==> config.mk <==
export PLATFORM = sky130hd
export DESIGN_NAME = rxq_cfg_top
export DESIGN_NICKNAME = d
export VERILOG_FILES = /design/src/rtl/rxq_pkg.sv /design/src/rtl/rxq_cfg_top.sv /design/src/rtl/rxq_lol_det.sv
export VERILOG_INCLUDE_DIRS = /design/src /design/src/rtl
export SDC_FILE = /design/constraint.sdc
export NUM_CORES = 1
export LEC_CHECK = 0
export ABC_AREA = 1
export BUFFER_PORTS_ARGS = -buffer_cell sky130_fd_sc_hd__buf_2
export CAP_MARGIN = 15
export CORE_ASPECT_RATIO = 0.75
export CORE_MARGIN = 1.5
export CORE_UTILIZATION = 25
export CTS_CLUSTER_DIAMETER = 80
export CTS_CLUSTER_SIZE = 12
export DETAILED_ROUTE_END_ITERATION = 6
export GPL_ROUTABILITY_DRIVEN = 0
export PLACE_DENSITY = 0.47
export SYNTH_ARGS = -nofsm -noshare
export SYNTH_HDL_FRONTEND = slang
export SYNTH_SLANG_ARGS = --single-unit
==> constraint.sdc <==
create_clock -name ref_clk_i -period 4.2 [get_ports ref_clk_i]
set_input_delay 0.42 -clock ref_clk_i [delete_from_list [all_inputs] [get_ports ref_clk_i]]
set_output_delay 0.42 -clock ref_clk_i [all_outputs]
set_load 0.01 [all_outputs]
==> src/rtl/rxq_regs.svh <==
// register indices, field positions, reset values and apply settings
// for the receive equalizer, acquisition loop and lock threshold bank.
// assumes byte address = 4 * index on a 32-bit slave.
`ifndef RXQ_REGS_SVH
`define RXQ_REGS_SVH

`define RXQ_IDX_EQ_BOOST 8'h55
`define RXQ_IDX_ACQ_FILT 8'h62
`define RXQ_IDX_THR_CTL 8'h6a
`define RXQ_IDX_THR_LOW 8'h6b
`define RXQ_IDX_THR_MID 8'h6c
`define RXQ_IDX_THR_HIGH 8'h6d
`define RXQ_IDX_LOCK_STAT 8'h70
`define RXQ_IDX_THR_APP_LO 8'h71
`define RXQ_IDX_THR_APP_HI 8'h72

`define RXQ_EQ_GAIN_MSB 7
`define RXQ_EQ_GAIN_LSB 5
`define RXQ_THR_LOW_BIT 7
`define RXQ_THR_HIGH_MSB 4

`define RXQ_RST_EQ_BOOST 8'h00
`define RXQ_RST_ACQ_FILT 8'h1e
`define RXQ_RST_THR_CTL 8'h00
`define RXQ_RST_THR_LOW 8'h00
`define RXQ_RST_THR_MID 8'h00
`define RXQ_RST_THR_HIGH 8'h00
`define RXQ_RST_THRESH 14'h0000
`define RXQ_RST_FILT 7'h00

`define RXQ_THRESH_INDEX 6'h04
`define RXQ_THRESH_W 14

`endif

==> src/rtl/rxq_pkg.sv <==
// types shared by the receive configuration bank and its detector.
// assumes rxq_regs.svh supplies the numeric constants.
package rxq_pkg;

   // applied threshold: {13:9, 8:1, 0}
   typedef struct packed {
      logic [4:0] hi;
      logic [7:0] mid;
      logic lo;
   } rxq_thresh_t;

   typedef struct packed {
      logic override_en;
      logic [6:0] value;
   } rxq_acq_t;

   typedef struct packed {
      logic apply;
      logic rsvd;
      logic [5:0] index;
   } rxq_idx_t;

endpackage : rxq_pkg

==> src/rtl/rxq_cfg_top.sv <==
// receive equalizer boost, acquisition loop override and jitter
// loss-of-lock threshold bank behind an avalon-mm slave.
// assumes a single 50 mhz clock and synchronous inputs.
//
// Summary of operation
// - bits 7:5 of the boost register pick 0 to 7 dB of boost in 1 dB steps.
// - override bit 1 selects the written 7-bit loop value, 0 the internal.
// - loop filter readback need not equal the last value written.
// - writing 1 to bit 7 with index 4 in bits 5:0 of the index register applies, then self-clears.
// - threshold is 14-bit unsigned, bit 0 in bit 7 of the first data reg.
// - threshold bits 8:1 sit in bits 7:0 of the second data register.
// - loss of lock asserts above and deasserts below the threshold.
// - threshold bits 13:9 sit in bits 4:0 of the third data register.
`timescale 1ns/1ps
`default_nettype none
`include "rxq_regs.svh"

module rxq_cfg_top import rxq_pkg::*; #(
   parameter int ADDR_W = 10
) (
   input wire logic ref_clk_i,
   input wire logic rst_i,
   // avalon-mm slave
   input wire logic [ADDR_W-1:0] avs_address_i,
   input wire logic avs_read_i,
   input wire logic avs_write_i,
   input wire logic [31:0] avs_writedata_i,
   input wire logic [3:0] avs_byteenable_i,
   output logic [31:0] avs_readdata_o,
   output logic avs_waitrequest_o,
   // receive path
   input wire logic [6:0] acq_filter_internal_i,
   input wire logic [`RXQ_THRESH_W-1:0] jitter_measure_i,
   output logic [2:0] eq_high_freq_gain_sel_o,
   output logic acq_filter_override_en_o,
   output logic [6:0] acq_filter_value_o,
   output logic [`RXQ_THRESH_W-1:0] jitter_lock_threshold_o,
   output logic rx_loss_of_lock_o
);

   // highest index 0x72 needs nine byte-address bits
   if (ADDR_W < 9) begin : g_addr_chk
      $error("rxq_cfg_top: ADDR_W must be at least 9");
   end
   // header width and packed threshold struct must agree
   if (`RXQ_THRESH_W != $bits(rxq_thresh_t)) begin : g_thr_chk
      $error("rxq_cfg_top: threshold width mismatch");
   end

   function automatic logic reg_hit(input logic [ADDR_W-1:0] addr,
                                    input logic [7:0] idx);
      logic [ADDR_W-1:0] want;
      want = ADDR_W'({idx, 2'b00});
      reg_hit = (addr == want);
   endfunction : reg_hit

   // register slots in select order; one decode serves both paths
   localparam int NSLOT = 9;
   localparam int S_EQ = 0;
   localparam int S_ACQ = 1;
   localparam int S_CTL = 2;
   localparam int S_LOW = 3;
   localparam int S_MID = 4;
   localparam int S_HIGH = 5;
   localparam int S_STAT = 6;
   localparam int S_APLO = 7;
   localparam int S_APHI = 8;
   localparam logic [7:0] SLOT_IDX [NSLOT] = '{
      `RXQ_IDX_EQ_BOOST,
      `RXQ_IDX_ACQ_FILT,
      `RXQ_IDX_THR_CTL,
      `RXQ_IDX_THR_LOW,
      `RXQ_IDX_THR_MID,
      `RXQ_IDX_THR_HIGH,
      `RXQ_IDX_LOCK_STAT,
      `RXQ_IDX_THR_APP_LO,
      `RXQ_IDX_THR_APP_HI
   };

   // bus handshake
   logic wait_q, wait_d;
   logic [31:0] rdata_q, rdata_d;
   logic wr_fire;
   logic [NSLOT-1:0] sel;
   logic [NSLOT-1:0] we;

   // configuration state
   logic [7:0] eq_q, eq_d;
   rxq_acq_t acq_q, acq_d;
   rxq_idx_t idx_q, idx_d;
   logic [7:0] tlo_q, tlo_d;
   logic [7:0] tmid_q, tmid_d;
   logic [7:0] thi_q, thi_d;
   rxq_thresh_t thr_q, thr_d;
   logic [6:0] filt_q, filt_d;
   logic lol;

   // waitrequest low for exactly one cycle per request
   always_comb begin
      wait_d = 1'b1;
      if ((avs_read_i || avs_write_i) && wait_q) begin
         wait_d = 1'b0;
      end
   end

   // write lands only on the edge the master sees waitrequest low;
   // data lives in lane 0, other lanes are dropped
   assign wr_fire = avs_write_i && !wait_q && avs_byteenable_i[0];

   // full address match per slot, so stray offsets never alias
   for (genvar g = 0; g < NSLOT; g++) begin : g_slot
      assign sel[g] = reg_hit(avs_address_i, SLOT_IDX[g]);
      assign we[g] = wr_fire && sel[g];
   end

   always_comb begin
      rdata_d = rdata_q;
      if (avs_read_i && wait_q) begin
         rdata_d = 32'h0000_0000;
         if (sel[S_EQ]) begin
            rdata_d[7:0] = eq_q;
         end else if (sel[S_ACQ]) begin
            // shows the value in use, not the one written
            rdata_d[7:0] = {acq_q.override_en, filt_q};
         end else if (sel[S_CTL]) begin
            rdata_d[7:0] = idx_q;
         end else if (sel[S_LOW]) begin
            rdata_d[7:0] = tlo_q;
         end else if (sel[S_MID]) begin
            rdata_d[7:0] = tmid_q;
         end else if (sel[S_HIGH]) begin
            rdata_d[7:0] = thi_q;
         end else if (sel[S_STAT]) begin
            rdata_d[0] = lol;
         end else if (sel[S_APLO]) begin
            rdata_d[7:0] = thr_q[7:0];
         end else if (sel[S_APHI]) begin
            rdata_d[5:0] = thr_q[13:8];
         end
      end
   end

   always_ff @(posedge ref_clk_i or posedge rst_i) begin
      if (rst_i) begin
         wait_q <= 1'b1;
         rdata_q <= 32'h0000_0000;
      end else begin
         wait_q <= wait_d;
         rdata_q <= rdata_d;
      end
   end

   // equalizer and loop filter registers
   always_comb begin
      eq_d = eq_q;
      acq_d = acq_q;
      if (we[S_EQ]) begin
         // boost code kept with its low bits as written
         eq_d = avs_writedata_i[7:0];
      end
      if (we[S_ACQ]) begin
         acq_d = avs_writedata_i[7:0];
      end
   end

   always_comb begin
      if (acq_q.override_en) begin
         filt_d = acq_q.value;
      end else begin
         filt_d = acq_filter_internal_i;
      end
   end

   always_ff @(posedge ref_clk_i or posedge rst_i) begin
      if (rst_i) begin
         eq_q <= `RXQ_RST_EQ_BOOST;
         acq_q <= `RXQ_RST_ACQ_FILT;
         filt_q <= `RXQ_RST_FILT;
      end else begin
         eq_q <= eq_d;
         acq_q <= acq_d;
         filt_q <= filt_d;
      end
   end

   // threshold index control and data registers
   always_comb begin
      idx_d = idx_q;
      // apply strobe clears itself one cycle later
      idx_d.apply = 1'b0;
      tlo_d = tlo_q;
      tmid_d = tmid_q;
      thi_d = thi_q;
      // a fresh write wins over the self-clear
      if (we[S_CTL]) begin
         idx_d = avs_writedata_i[7:0];
      end
      if (we[S_LOW]) begin
         tlo_d = avs_writedata_i[7:0];
      end
      if (we[S_MID]) begin
         tmid_d = avs_writedata_i[7:0];
      end
      if (we[S_HIGH]) begin
         thi_d = avs_writedata_i[7:0];
      end
   end

   always_comb begin
      thr_d = thr_q;
      // apply copies data only at the threshold address
      if (idx_q.apply && idx_q.index == `RXQ_THRESH_INDEX) begin
         // lsb from bit 7 of the first register
         thr_d.lo = tlo_q[`RXQ_THR_LOW_BIT];
         // bits 8:1 from the second register
         thr_d.mid = tmid_q;
         // bits 13:9 from the third register
         thr_d.hi = thi_q[`RXQ_THR_HIGH_MSB:0];
      end
   end

   always_ff @(posedge ref_clk_i or posedge rst_i) begin
      if (rst_i) begin
         idx_q <= `RXQ_RST_THR_CTL;
         tlo_q <= `RXQ_RST_THR_LOW;
         tmid_q <= `RXQ_RST_THR_MID;
         thi_q <= `RXQ_RST_THR_HIGH;
         thr_q <= `RXQ_RST_THRESH;
      end else begin
         idx_q <= idx_d;
         tlo_q <= tlo_d;
         tmid_q <= tmid_d;
         thi_q <= thi_d;
         thr_q <= thr_d;
      end
   end

   // compare against the applied threshold only
   rxq_lol_det #(
      .W(`RXQ_THRESH_W)
   ) u_lol_det (
      .ref_clk_i(ref_clk_i),
      .rst_i(rst_i),
      .measure_i(jitter_measure_i),
      .thresh_i(thr_q),
      .lol_o(lol)
   );

   assign avs_readdata_o = rdata_q;
   assign avs_waitrequest_o = wait_q;
   // boost code drives the equalizer directly
   assign eq_high_freq_gain_sel_o = eq_q[`RXQ_EQ_GAIN_MSB:`RXQ_EQ_GAIN_LSB];
   assign acq_filter_override_en_o = acq_q.override_en;
   assign acq_filter_value_o = filt_q;
   assign jitter_lock_threshold_o = thr_q;
   assign rx_loss_of_lock_o = lol;

endmodule : rxq_cfg_top

`default_nettype wire

==> src/rtl/rxq_lol_det.sv <==
// loss-of-lock comparator with hold on equality.
// assumes measure and threshold are synchronous unsigned values.
`timescale 1ns/1ps
`default_nettype none

module rxq_lol_det #(
   parameter int W = 14
) (
   input wire logic ref_clk_i,
   input wire logic rst_i,
   input wire logic [W-1:0] measure_i,
   input wire logic [W-1:0] thresh_i,
   output logic lol_o
);

   if (W < 1) begin : g_w_chk
      $error("rxq_lol_det: width must be at least 1");
   end

   logic lol_q, lol_d;

   always_comb begin
      lol_d = lol_q;
      if (measure_i > thresh_i) begin
         lol_d = 1'b1;
      end else if (measure_i < thresh_i) begin
         lol_d = 1'b0;
      end
   end

   always_ff @(posedge ref_clk_i or posedge rst_i) begin
      if (rst_i) begin
         lol_q <= 1'b0;
      end else begin
         lol_q <= lol_d;
      end
   end

   assign lol_o = lol_q;

endmodule : rxq_lol_det

`default_nettype wire

* Word level (Yosys, flattened, before mapping) *
Index checks and enable logic that the tools add are counted.

storage, ports and cells
  input bits = 71
  output and inout port bits = 59
  word-level logic and storage cells = 58
  register bits after elaboration = 79

operators by class
  muxes and demuxes = 16
  equality and inequality tests = 10
  $lt $le $gt $ge = 2
  reductions and logical operators = 14

operators by type and width
  kind                 count
  $eq 10x9->1 const B  9
  $mux 8               7
  $gt 14x14->1         1
  $lt 14x14->1         1
  $mux 7               2
  $mux 6               2
  $logic_and 1x1->1    11
  $eq 6x3->1 const B   1
  $mux 1               4
  $mux 2               1
  $reduce_bool 2->1    1
  $logic_not 1->1      1
  $logic_or 1x1->1     1

* Logic depth before layout (Yosys ltp) *
Gate-level depths: netlist of the first run.

  depth in word-level cells = 10
  gate-level depth with buffers = 12
  gate-level depth less buffers = 12

* Hierarchy *
Synthesis of the first run repeated with hierarchy kept, for this count alone.

unflattened totals
  cells, all modules = 516
  area, all modules = 4391.7 um2

by module, submodules not included
  module       area an instance (um2)  cells an instance  instances  sequential area each (um2)
  rxq_cfg_top  3958.8                  443                1          1958.1
  rxq_lol_det  432.9                   73                 1          25.0

* Worst setup path before layout of the first run *
OpenSTA, ideal clock, no wires.

  path kind = input-to-reg
  start = input avs_address_i[1]
  end = register idx_q[0] in the netlist's numbering
  data required time = 4075 ps
  path buffers = 1
  arrival = 1370 ps
  stages on the path = 7
  path slack = 2705 ps
  setup time = 125 ps
  path through = nor2_2 nand2_2 nor4_2 nand2_2 buf_6 nand2_1 o21ai_1

on the way
  cells in the longest elaborated chain, start to end = 2

RTL lines
  element               RTL line            RTL
  from (decl)           rxq_cfg_top.sv:24   input wire logic [ADDR_W-1:0] avs_address_i,
  $eq 10x9->1           rxq_cfg_top.sv:54   reg_hit = (addr == want);
  $logic_and 1x1->1     rxq_cfg_top.sv:113  assign we[g] = wr_fire && sel[g];
  to (signal assigned)  rxq_cfg_top.sv:224  idx_q <= `RXQ_RST_THR_CTL;
  to (signal assigned)  rxq_cfg_top.sv:230  idx_q <= idx_d;
  to (decl)             rxq_cfg_top.sv:90   rxq_idx_t idx_q, idx_d;

No other way between the ends.
A chain may end at the register's enable or synchronous reset.

* Worst setup path in the final report of the first run *
  start = register idx_q[4] in the netlist's numbering
  end = register thr_q (netlist bit jitter_lock_threshold_o[0])

on the way
  cells in the longest elaborated chain, start to end = 2

RTL lines
  element                      RTL line            RTL
  $eq 6x3->1 (no line)         -
  $logic_and 1x1->1 (no line)  -
  to (signal assigned)         rxq_cfg_top.sv:228  thr_q <= `RXQ_RST_THRESH;
  to (signal assigned)         rxq_cfg_top.sv:234  thr_q <= thr_d;
  to (decl)                    rxq_cfg_top.sv:94   rxq_thresh_t thr_q, thr_d;

No other way between the ends.

==> results of run 1 <==
final timing paths:
path / startpoint / depth (start not counted) / slack [ns] / to
setup reg to reg: idx_q[4] / 3 / 2.01 / jitter_lock_threshold_o[0]
hold / removal: rst_i / 2 / 0.12 / acq_filter_value_o[4]
max in group asynchronous: rst_i / 3 / 3.20 / avs_waitrequest_o
hold reg to reg: acq_q[0] / 2 / 0.47 / acq_filter_value_o[0]
min in group ref_clk_i: avs_read_i / 2 / 0.27 / avs_waitrequest_o
setup / recovery: idx_q[4] / 3 / 2.01 / jitter_lock_threshold_o[0]
cell usage after synthesis (all sizes together), types with 5 or more instances:
| cell | n |
|---|---|
| nand3 | 27 |
| nand4 | 13 |
| dfrtp | 74 |
| o21ai | 67 |
| buf | 34 |
| ha | 14 |
| nor3 | 9 |
| dfstp | 5 |
| inv | 67 |
| nand2 | 161 |
| a21oi | 10 |
| nor2 | 41 |
worst reg2reg max path: stages, from the launching register on:
cell,delay [ns]
dfrtp_1,0.40
nor3_1,0.24
nand4_1,0.83
mux2_2,0.60
cells by family (layout without fill, tap and decap cells):
group           Yosys count  after routing  synth area share (%)
flops                    79             79                  45.3
other cells               1             24                0.0856
simple gates            255            255                  27.6
buf+inv                 105            164                  12.0
fa+ha+maj                14             14                  4.00
compound gates           82             82                  10.8
mux                       1              1                 0.257
cell type report:
cell class              count  area (um^2)
flip-flops and latches     79         1980
fillers                  1856        11800
clock buffers              10          239
multi-input cells         376         1960
repair buffers             80          405
well taps                 236          295
clock inverters             6         83.8
inverters                  68          256
flip-flops by register name, summed over array words and instances, names as in the netlist:
name / cells
eq_q: 8
tmid_q: 8
acq_q: 7
acq_filter_override_en_o: 1
u_lol_det.lol_o: 1
avs_waitrequest_o: 1
acq_filter_value_o: 7
idx_q: 8
avs_readdata_o: 8
thi_q: 8
jitter_lock_threshold_o: 14
tlo_q: 8
power breakdown:
part	internal [mW]	switching, mW	leakage, nW	total, mW
Sequential	0.770	0.00716	1.07	0.777
Combinational	0.0372	0.0941	1.39	0.131
Clock	0.534	0.311	0.162	0.845
layer usage:
metal,track usage (%),wire (um),up-vias
met1,21.2,6450,1713
met5,0,0,-
li1,-,-,1838
met2,20.1,5010,96
met4,2.86,109,0
met3,2.80,599,11
stage by stage:
step	util [%]	cell area [um^2]	total power [mW]	hold WS (ns)
finish	30.7	5220	1.75	0.118
global placement	28.8	4900	0.921	0.466
floorplan	-	4470	0.881	0.446
global route	30.7	5220	1.82	0.154
CTS	30.7	5220	1.78	0.125
detailed placement	28.8	4900	0.924	0.462
==> flow_metrics.tcl, run 1 <==
set metrics [dict create \
    cts_hold_buf 0 \
    fp.coreArea_um2 17000 \
    first_pass_iters 5 \
    h-tree-depth 3 \
    avgViaCountPerCell 4.28 \
    timing.fmax_mhz 456 \
    pre_cts_ws_ns 1.93 \
    synth_cell_types 35 \
    synth-main-ff-cell "dfrtp_1" \
    crit_family "simple AND/OR/NAND/NOR gates" \
    cp_num_buf_inv 0 \
    cts.sinks 79 \
    cp_max_fo 27 \
    drtIter0Drc 250 \
    cts_tree "done" \
    area_growth_pct 19.2 \
    cts.reportedPaths.clkPinSlew_ns 0.06 \
    path_class "register to register" \
    syn_area_um2 4380 \
    max_stage_delay_ns 0.83 \
    async_flop_share_pct 100 \
    antenna_found_initial 0 \
    synth_seq_cells 79 \
    critPathSlowestCell "nand4_1" \
    hold_class "input pin to async pin" \
    final_layout_size_suffix_gt1_share_pct 23.7 \
    setup-tns-final_ns 0 \
    cts_root_buffer "clkbuf_16" \
    grt_start_max_net_pins 36 \
    fin_skew_ns 0.00917 \
    rsz0062_at_grt "no" \
    placed_cells 839 \
    cellPowerDensity_nw_per_um2 336 \
    design.die.area_um2 18300 \
    hold_viol 0 \
    ant_nets 0 \
    initial_core_util_pct 25.8 \
    fp.dieH_um 118 \
    crit_required_ns 4.42 \
    status "finished, final reports clean" \
    wl_per_cell_um 14.2 \
    worst-endpoint-arrival_ns 2.41 \
    grt_pass1_vias 3593 \
    place_hpwl_um 9540 \
    avgSynthCellArea_um2 8.15 \
    slew_viol_final 0 \
    final_common_cell "nand2_1" \
    synth_edf_count 0 \
    numCtsBuffers 9 \
    p_leak_nw 2.61 \
    n_antenna_cell 0 \
    synth_top_cell_area_share_pct 42.3 \
    fp.dieW_um 156 \
    grt_overflow 0 \
    worst_slack_ns 2.01 \
    final_cells 855 \
    fin_nets 699 \
    worstSetupEndpointType "register" \
    route.detailed.drc 0 \
    ys_warn_count 0 \
    insertion_delay_ns 0.34 \
    crit_chain "nor3_1, nand4_1, mux2_2" \
    fin_crit_ns 2.19 \
    slew_headroom_pct 30.9 \
    cts_resized 0 \
    drt-total-wl_um 12200 \
    grt.total_usage_pct 13.9 \
    syn_inst 537 \
    synth_seq_area_share_pct 45.3 \
    final_cell_mix "152 x nand2_1, 78 x buf_2, 74 x dfrtp_1" \
    clock_path_buffers 2 \
    yosysTopAreaCell "dfrtp_1" \
    rows 41 \
    grt_pass1_wl_um 19600 \
    start_kind "register" \
    cap_viol_max_count 0 \
    postCtsSetupBuffers 0 \
    vias 3658 \
    synth_area_leaders "dfrtp_1 42%, nand2_1 13%, inv_1 5.5%" \
    ir_drop_v 0.000206 \
    fin_crit_sh_pct 52.2 \
    io_pins 130 \
    port_buffers 78 \
    setup_viol 0 \
    worst_pin_slew_ns 1.03 \
]
Note: power is estimated with default switching activity, not from simulation.
==> inputs of run 2 (changes only) <==
Clock period 4.2 ns to 2.3 ns, I/O delays scaled along.
==> run 2 against run 1 <==
  * Clock skew decreased by 0.0033 ns
  * Setup slack got worse by 1.3 ns
  * Clock power increased by 85%
  * Non-clock buffer count increased by 4
  * Register-to-register slack got worse by 1.3 ns
  * Critical path type unchanged
==> flow_metrics.tcl, run 2 (synthesized netlist as in run 1, its figures left out) <==
set metrics [dict create \
    initial_core_util_pct 25.8 \
    cts_hold_buf 1 \
    ant_nets 0 \
    final_util_pct 31.0 \
    fp.coreArea_um2 17000 \
    rows 41 \
    avgViaCountPerCell 4.24 \
    grt_overflow 0 \
    route.detailed.drc 0 \
    worst_slack_ns 0.683 \
    final_cell_mix "152 x nand2_1, 78 x buf_2, 74 x dfrtp_1" \
    rsz0062_at_grt "no" \
    final_common_cell "nand2_1" \
    cts_root_buffer "clkbuf_16" \
    design.die.area_um2 18300 \
    fin_skew_ns 0.00587 \
    min-delay-start "avs_read_i" \
    hold_viol 0 \
    finalPower_mw 3.22 \
    numCtsBuffers 9 \
    worst-endpoint-arrival_ns 1.87 \
    vias 3639 \
    p_leak_nw 2.63 \
    grt_pass1_wl_um 19200 \
    cts.sinks 79 \
    fp.dieW_um 156 \
    ir_drop_v 0.000360 \
    grt_pass1_vias 3578 \
    cap_viol_max_count 0 \
    worst_pin_slew_ns 0.540 \
    cp_max_fo 3 \
    path_class "register to register" \
    fin_crit_sh_pct 70.3 \
    area_growth_pct 20.3 \
    cellPowerDensity_nw_per_um2 612 \
    grt_start_max_net_pins 38 \
    final_layout_size_suffix_gt1_share_pct 23.8 \
    fin_crit_ns 1.62 \
    setup-tns-final_ns 0 \
    fin_nets 703 \
    h-tree-depth 3 \
    cts.reportedPaths.clkPinSlew_ns 0.06 \
    pre_cts_ws_ns 0.585 \
    switchingPower_uw 734 \
    port_buffers 78 \
    io_pins 130 \
    grt.total_usage_pct 13.7 \
    critPathLaunch "jitter_lock_threshold_o[13]" \
    power_frac_clock_pct 48.3 \
    first_pass_iters 4 \
    whs_ns 0.0790 \
    start_kind "register" \
    largest_reg_flops 14 \
    timing.fmax_mhz 619 \
    n_antenna_cell 0 \
    pwr-share-comb_pct 7.7 \
    cts_resized 0 \
    drtIter0Drc 210 \
    pwr-share-seq_pct 44.0 \
    status "finished, final reports clean" \
    setup_viol 0 \
    drt-total-wl_um 12100 \
    fp.dieH_um 118 \
    postCtsSetupBuffers 0 \
    insertion_delay_ns 0.34 \
    slew_headroom_pct 63.9 \
    place_hpwl_um 9560 \
    rr_startpoint "jitter_lock_threshold_o[13]" \
    crit_required_ns 2.56 \
    worstSetupEndpointType "register" \
    intPower_mw 2.49 \
    hold_class "input pin to register" \
    clock_path_buffers 2 \
    p_sw_share_pct 22.8 \
    antenna_found_initial 0 \
    cts_tree "done" \
    slew_viol_final 0 \
    fill_cells 1851 \
    wl_per_cell_um 14.1 \
]
## run 2: cell count changes in the layout (fill, tap and decap cells not counted)
cell           delta
buf_12            +1
buf_4             +2
clkbuf_1          +2
clkbuf_8          +1
clkinv_2          -2
clkinv_4          -1
dlygate4sd3_1     +1
## run 2: per-layer routing
layer  global-route usage, %  part of all wire, %
met5                       0                    0
met3                    2.80                  6.2
met1                    20.2                   51
met4                    3.93                  1.2
met2                    20.0                   42
## run 2: through the flow
step	instances	cell area, um^2
after floorplan	560	4470
after global placement	842	4930
after detailed placement	842	4930
after CTS	859	5270
after global routing	859	5270
final	859	5270
## run 2: final timing paths
kind / endpoint / slack, ns / cells past startpoint
max: u_lol_det.lol_o / 0.68 / 6
min: avs_waitrequest_o / 0.08 / 2
max reg2reg: u_lol_det.lol_o / 0.68 / 6
min reg2reg: acq_filter_value_o[0] / 0.48 / 2
max in group asynchronous: tlo_q[1] / 1.12 / 4
min in group asynchronous: acq_filter_value_o[3] / 0.48 / 3
## run 2: layout make-up
| type | count | area [um^2] | share of cell area [%] |
|---|---|---|---|
| clock inverters | 3 | 65.1 | 1.23 |
| well taps | 236 | 295 | 5.60 |
| flip-flops and latches | 79 | 1980 | 37.6 |
| clock buffers | 13 | 260 | 4.94 |
| multi-input cells | 376 | 1960 | 37.2 |
| repair buffers | 84 | 450 | 8.55 |
| inverters | 68 | 256 | 4.87 |
## run 2: worst max-delay path, cell delays in order, from the launching register on
cell	delay [ns]
dfrtp_1	0.38
inv_1	0.07
ha_1	0.28
nand2_1	0.09
nor4_1	0.47
nand2_1	0.10
a22oi_1	0.14
## run 2: power by group through the flow
stage	logic [mW]	registers, mW	clock network (mW)
4_1_cts	0.252	1.42	1.60
3_3_place_gp	0.245	1.44	0
5_1_grt	0.283	1.42	1.66
6_report	0.248	1.42	1.56
3_5_place_dp	0.250	1.44	0
2_1_floorplan	0.165	1.44	0
==> inputs of run 3 (changes only) <==
Clock period 2.3 ns to 1.5 ns, I/O delays scaled along.
==> run 3 against run 2 <==
  * Power rose by 63%
  * Hold slack got worse by 0.066 ns
  * Largest power group unchanged
  * Combinational power rose by 72%
  * Setup slack got worse by 0.61 ns
  * Global-route usage rose by 0.35 points
  * Via count rose by 2.9%
  * Sequential power rose by 54%
  * Utilization rose by 2.2 points
  * Sequential cell count did not move
  * Critical endpoint is now jitter_lock_threshold_o[0]
  * Register-to-register slack got worse by 0.61 ns
==> flow_metrics.tcl, run 3 (synthesized netlist as in run 1, its figures left out) <==
set metrics [dict create \
    status "finished, final reports clean" \
    clock_path_buffers 2 \
    whs_ns 0.0131 \
    pre_cts_ws_ns -0.0905 \
    io_pins 130 \
    final_cell_mix "148 x nand2_1, 78 x buf_2, 73 x dfrtp_1" \
    r2r.worst_path.cells 4 \
    cts.reportedPaths.clkPinSlew_ns 0.06 \
    cap_viol_max_count 0 \
    start_kind "register" \
    area_growth_pct 28.8 \
    antenna_found_initial 1 \
    grt_pass1_wl_um 19700 \
    drt-total-wl_um 12400 \
    path_class "register to register" \
    hold_class "input pin to register" \
    slew_viol_final 0 \
    crit_required_ns 1.72 \
    ir_drop_v 0.000639 \
    initial_core_util_pct 25.8 \
    final_common_cell "nand2_1" \
    design.die.area_um2 18300 \
    vias 3744 \
    finalPower_mw 5.26 \
    fp.coreArea_um2 17000 \
    n_antenna_cell 0 \
    final_layout_size_suffix_gt1_share_pct 29.3 \
    grt_start_max_net_pins 40 \
    design_area_um2 5640 \
    p_leak_nw 2.83 \
    final_cells 894 \
    insertion_delay_ns 0.34 \
    wl_per_cell_um 13.8 \
    critPathCapture "jitter_lock_threshold_o[0]" \
    fin_skew_ns 0.00500 \
    max_stage_delay_ns 0.40 \
    critPathSlowestCell "dfrtp_1" \
    fin_crit_ns 1.43 \
    setup-tns-final_ns 0 \
    r2r_setup_slack_ns 0.07 \
    fill_cells 1821 \
    fin_crit_sh_pct 95.0 \
    grt_pass1_vias 3662 \
    cts_tree "done" \
    port_buffers 78 \
    grt.total_usage_pct 14.0 \
    first_pass_iters 5 \
    rows 41 \
    worst_slack_ns 0.0750 \
    h-tree-depth 3 \
    timing.fmax_mhz 702 \
    hold_viol 0 \
    crit_chain "nor3_1, nand4_1, buf_4, mux2_2" \
    fp.dieW_um 156 \
    drtIter0Drc 303 \
    rsz0062_at_grt "no" \
    cts_root_buffer "clkbuf_16" \
    place_hpwl_um 9840 \
    largest_reg_flops 14 \
    reg2reg_to "jitter_lock_threshold_o[0]" \
    setup_viol 0 \
    hold_depth 3 \
    ant_nets 0 \
    fin_nets 738 \
    rr_startpoint "idx_q[4]" \
    critPathLaunch "idx_q[4]" \
    placed_cells 875 \
    worst-endpoint-arrival_ns 1.65 \
    cellPowerDensity_nw_per_um2 933 \
    worstSetupEndpointType "register" \
    cts.sinks 79 \
    cp_max_fo 27 \
    place_area_um2 5180 \
    route.detailed.drc 0 \
    min-delay-start "acq_filter_internal_i[6]" \
    numCtsBuffers 9 \
    grt_overflow 0 \
    fp.dieH_um 118 \
    final_util_pct 33.2 \
    avgViaCountPerCell 4.19 \
]
run 3: cell count changes in the layout (fill, tap and decap cells not counted), moves of 2 or more:
cell,delta
buf_4,+33
nand2_1,-4
nand2_2,+4
ha_1,-3
ha_4,+3
bufinv_16,+2
clkbuf_8,-2
clkinvlp_4,+2
dlygate4sd3_1,+2
inv_1,-2
run 3: worst min path at each step:
stage | to
after global routing | acq_filter_value_o[6]
after CTS | acq_filter_value_o[3]
after detailed placement | acq_filter_value_o[5]
after floorplan | avs_waitrequest_o
after global placement | acq_filter_value_o[5]
final | acq_filter_value_o[6]
run 3: critical path: cells and delay by family (launching register included):
| family | cells | cell delay [ns] |
|---|---|---|
| DFF | 1 | 0.40 |
| and+or+nand+nor | 2 | 0.38 |
| muxes | 1 | 0.29 |
| buffers and inverters | 1 | 0.24 |
run 3: final cells by class:
cell class	count	area, um^2	share of cell area, %
well taps	236	295	5.24
inverters	68	260	4.61
clock inverters	6	133	2.35
clock buffers	10	229	4.06
multi-input cells	376	2020	35.8
repair buffers	119	718	12.7
flip-flops and latches	79	1980	35.2
run 3: what timing repair did:
action | in CTS | in global routing
gates resized for setup | 3 | 10
endpoints found under the setup margin | 1 | 1
pin swaps | 1 | 3
hold buffers | 3 | 0
endpoints found under the hold margin | 8 | 0
buffers inserted | 1 | 0
run 3: metal layers:
metal  GRT usage, %  wire (um)  vias up
li1               -          -     1907
met1           20.8       6360     1714
met2           20.9       5270      114
met3           3.02        635        9
met4           2.74         87        0
met5              0          0        -
run 3: power breakdown:
group	total, mW	switching, mW	internal [mW]
logic	0.426	0.278	0.148
clock network	2.66	0.867	1.79
registers	2.18	0.0202	2.16
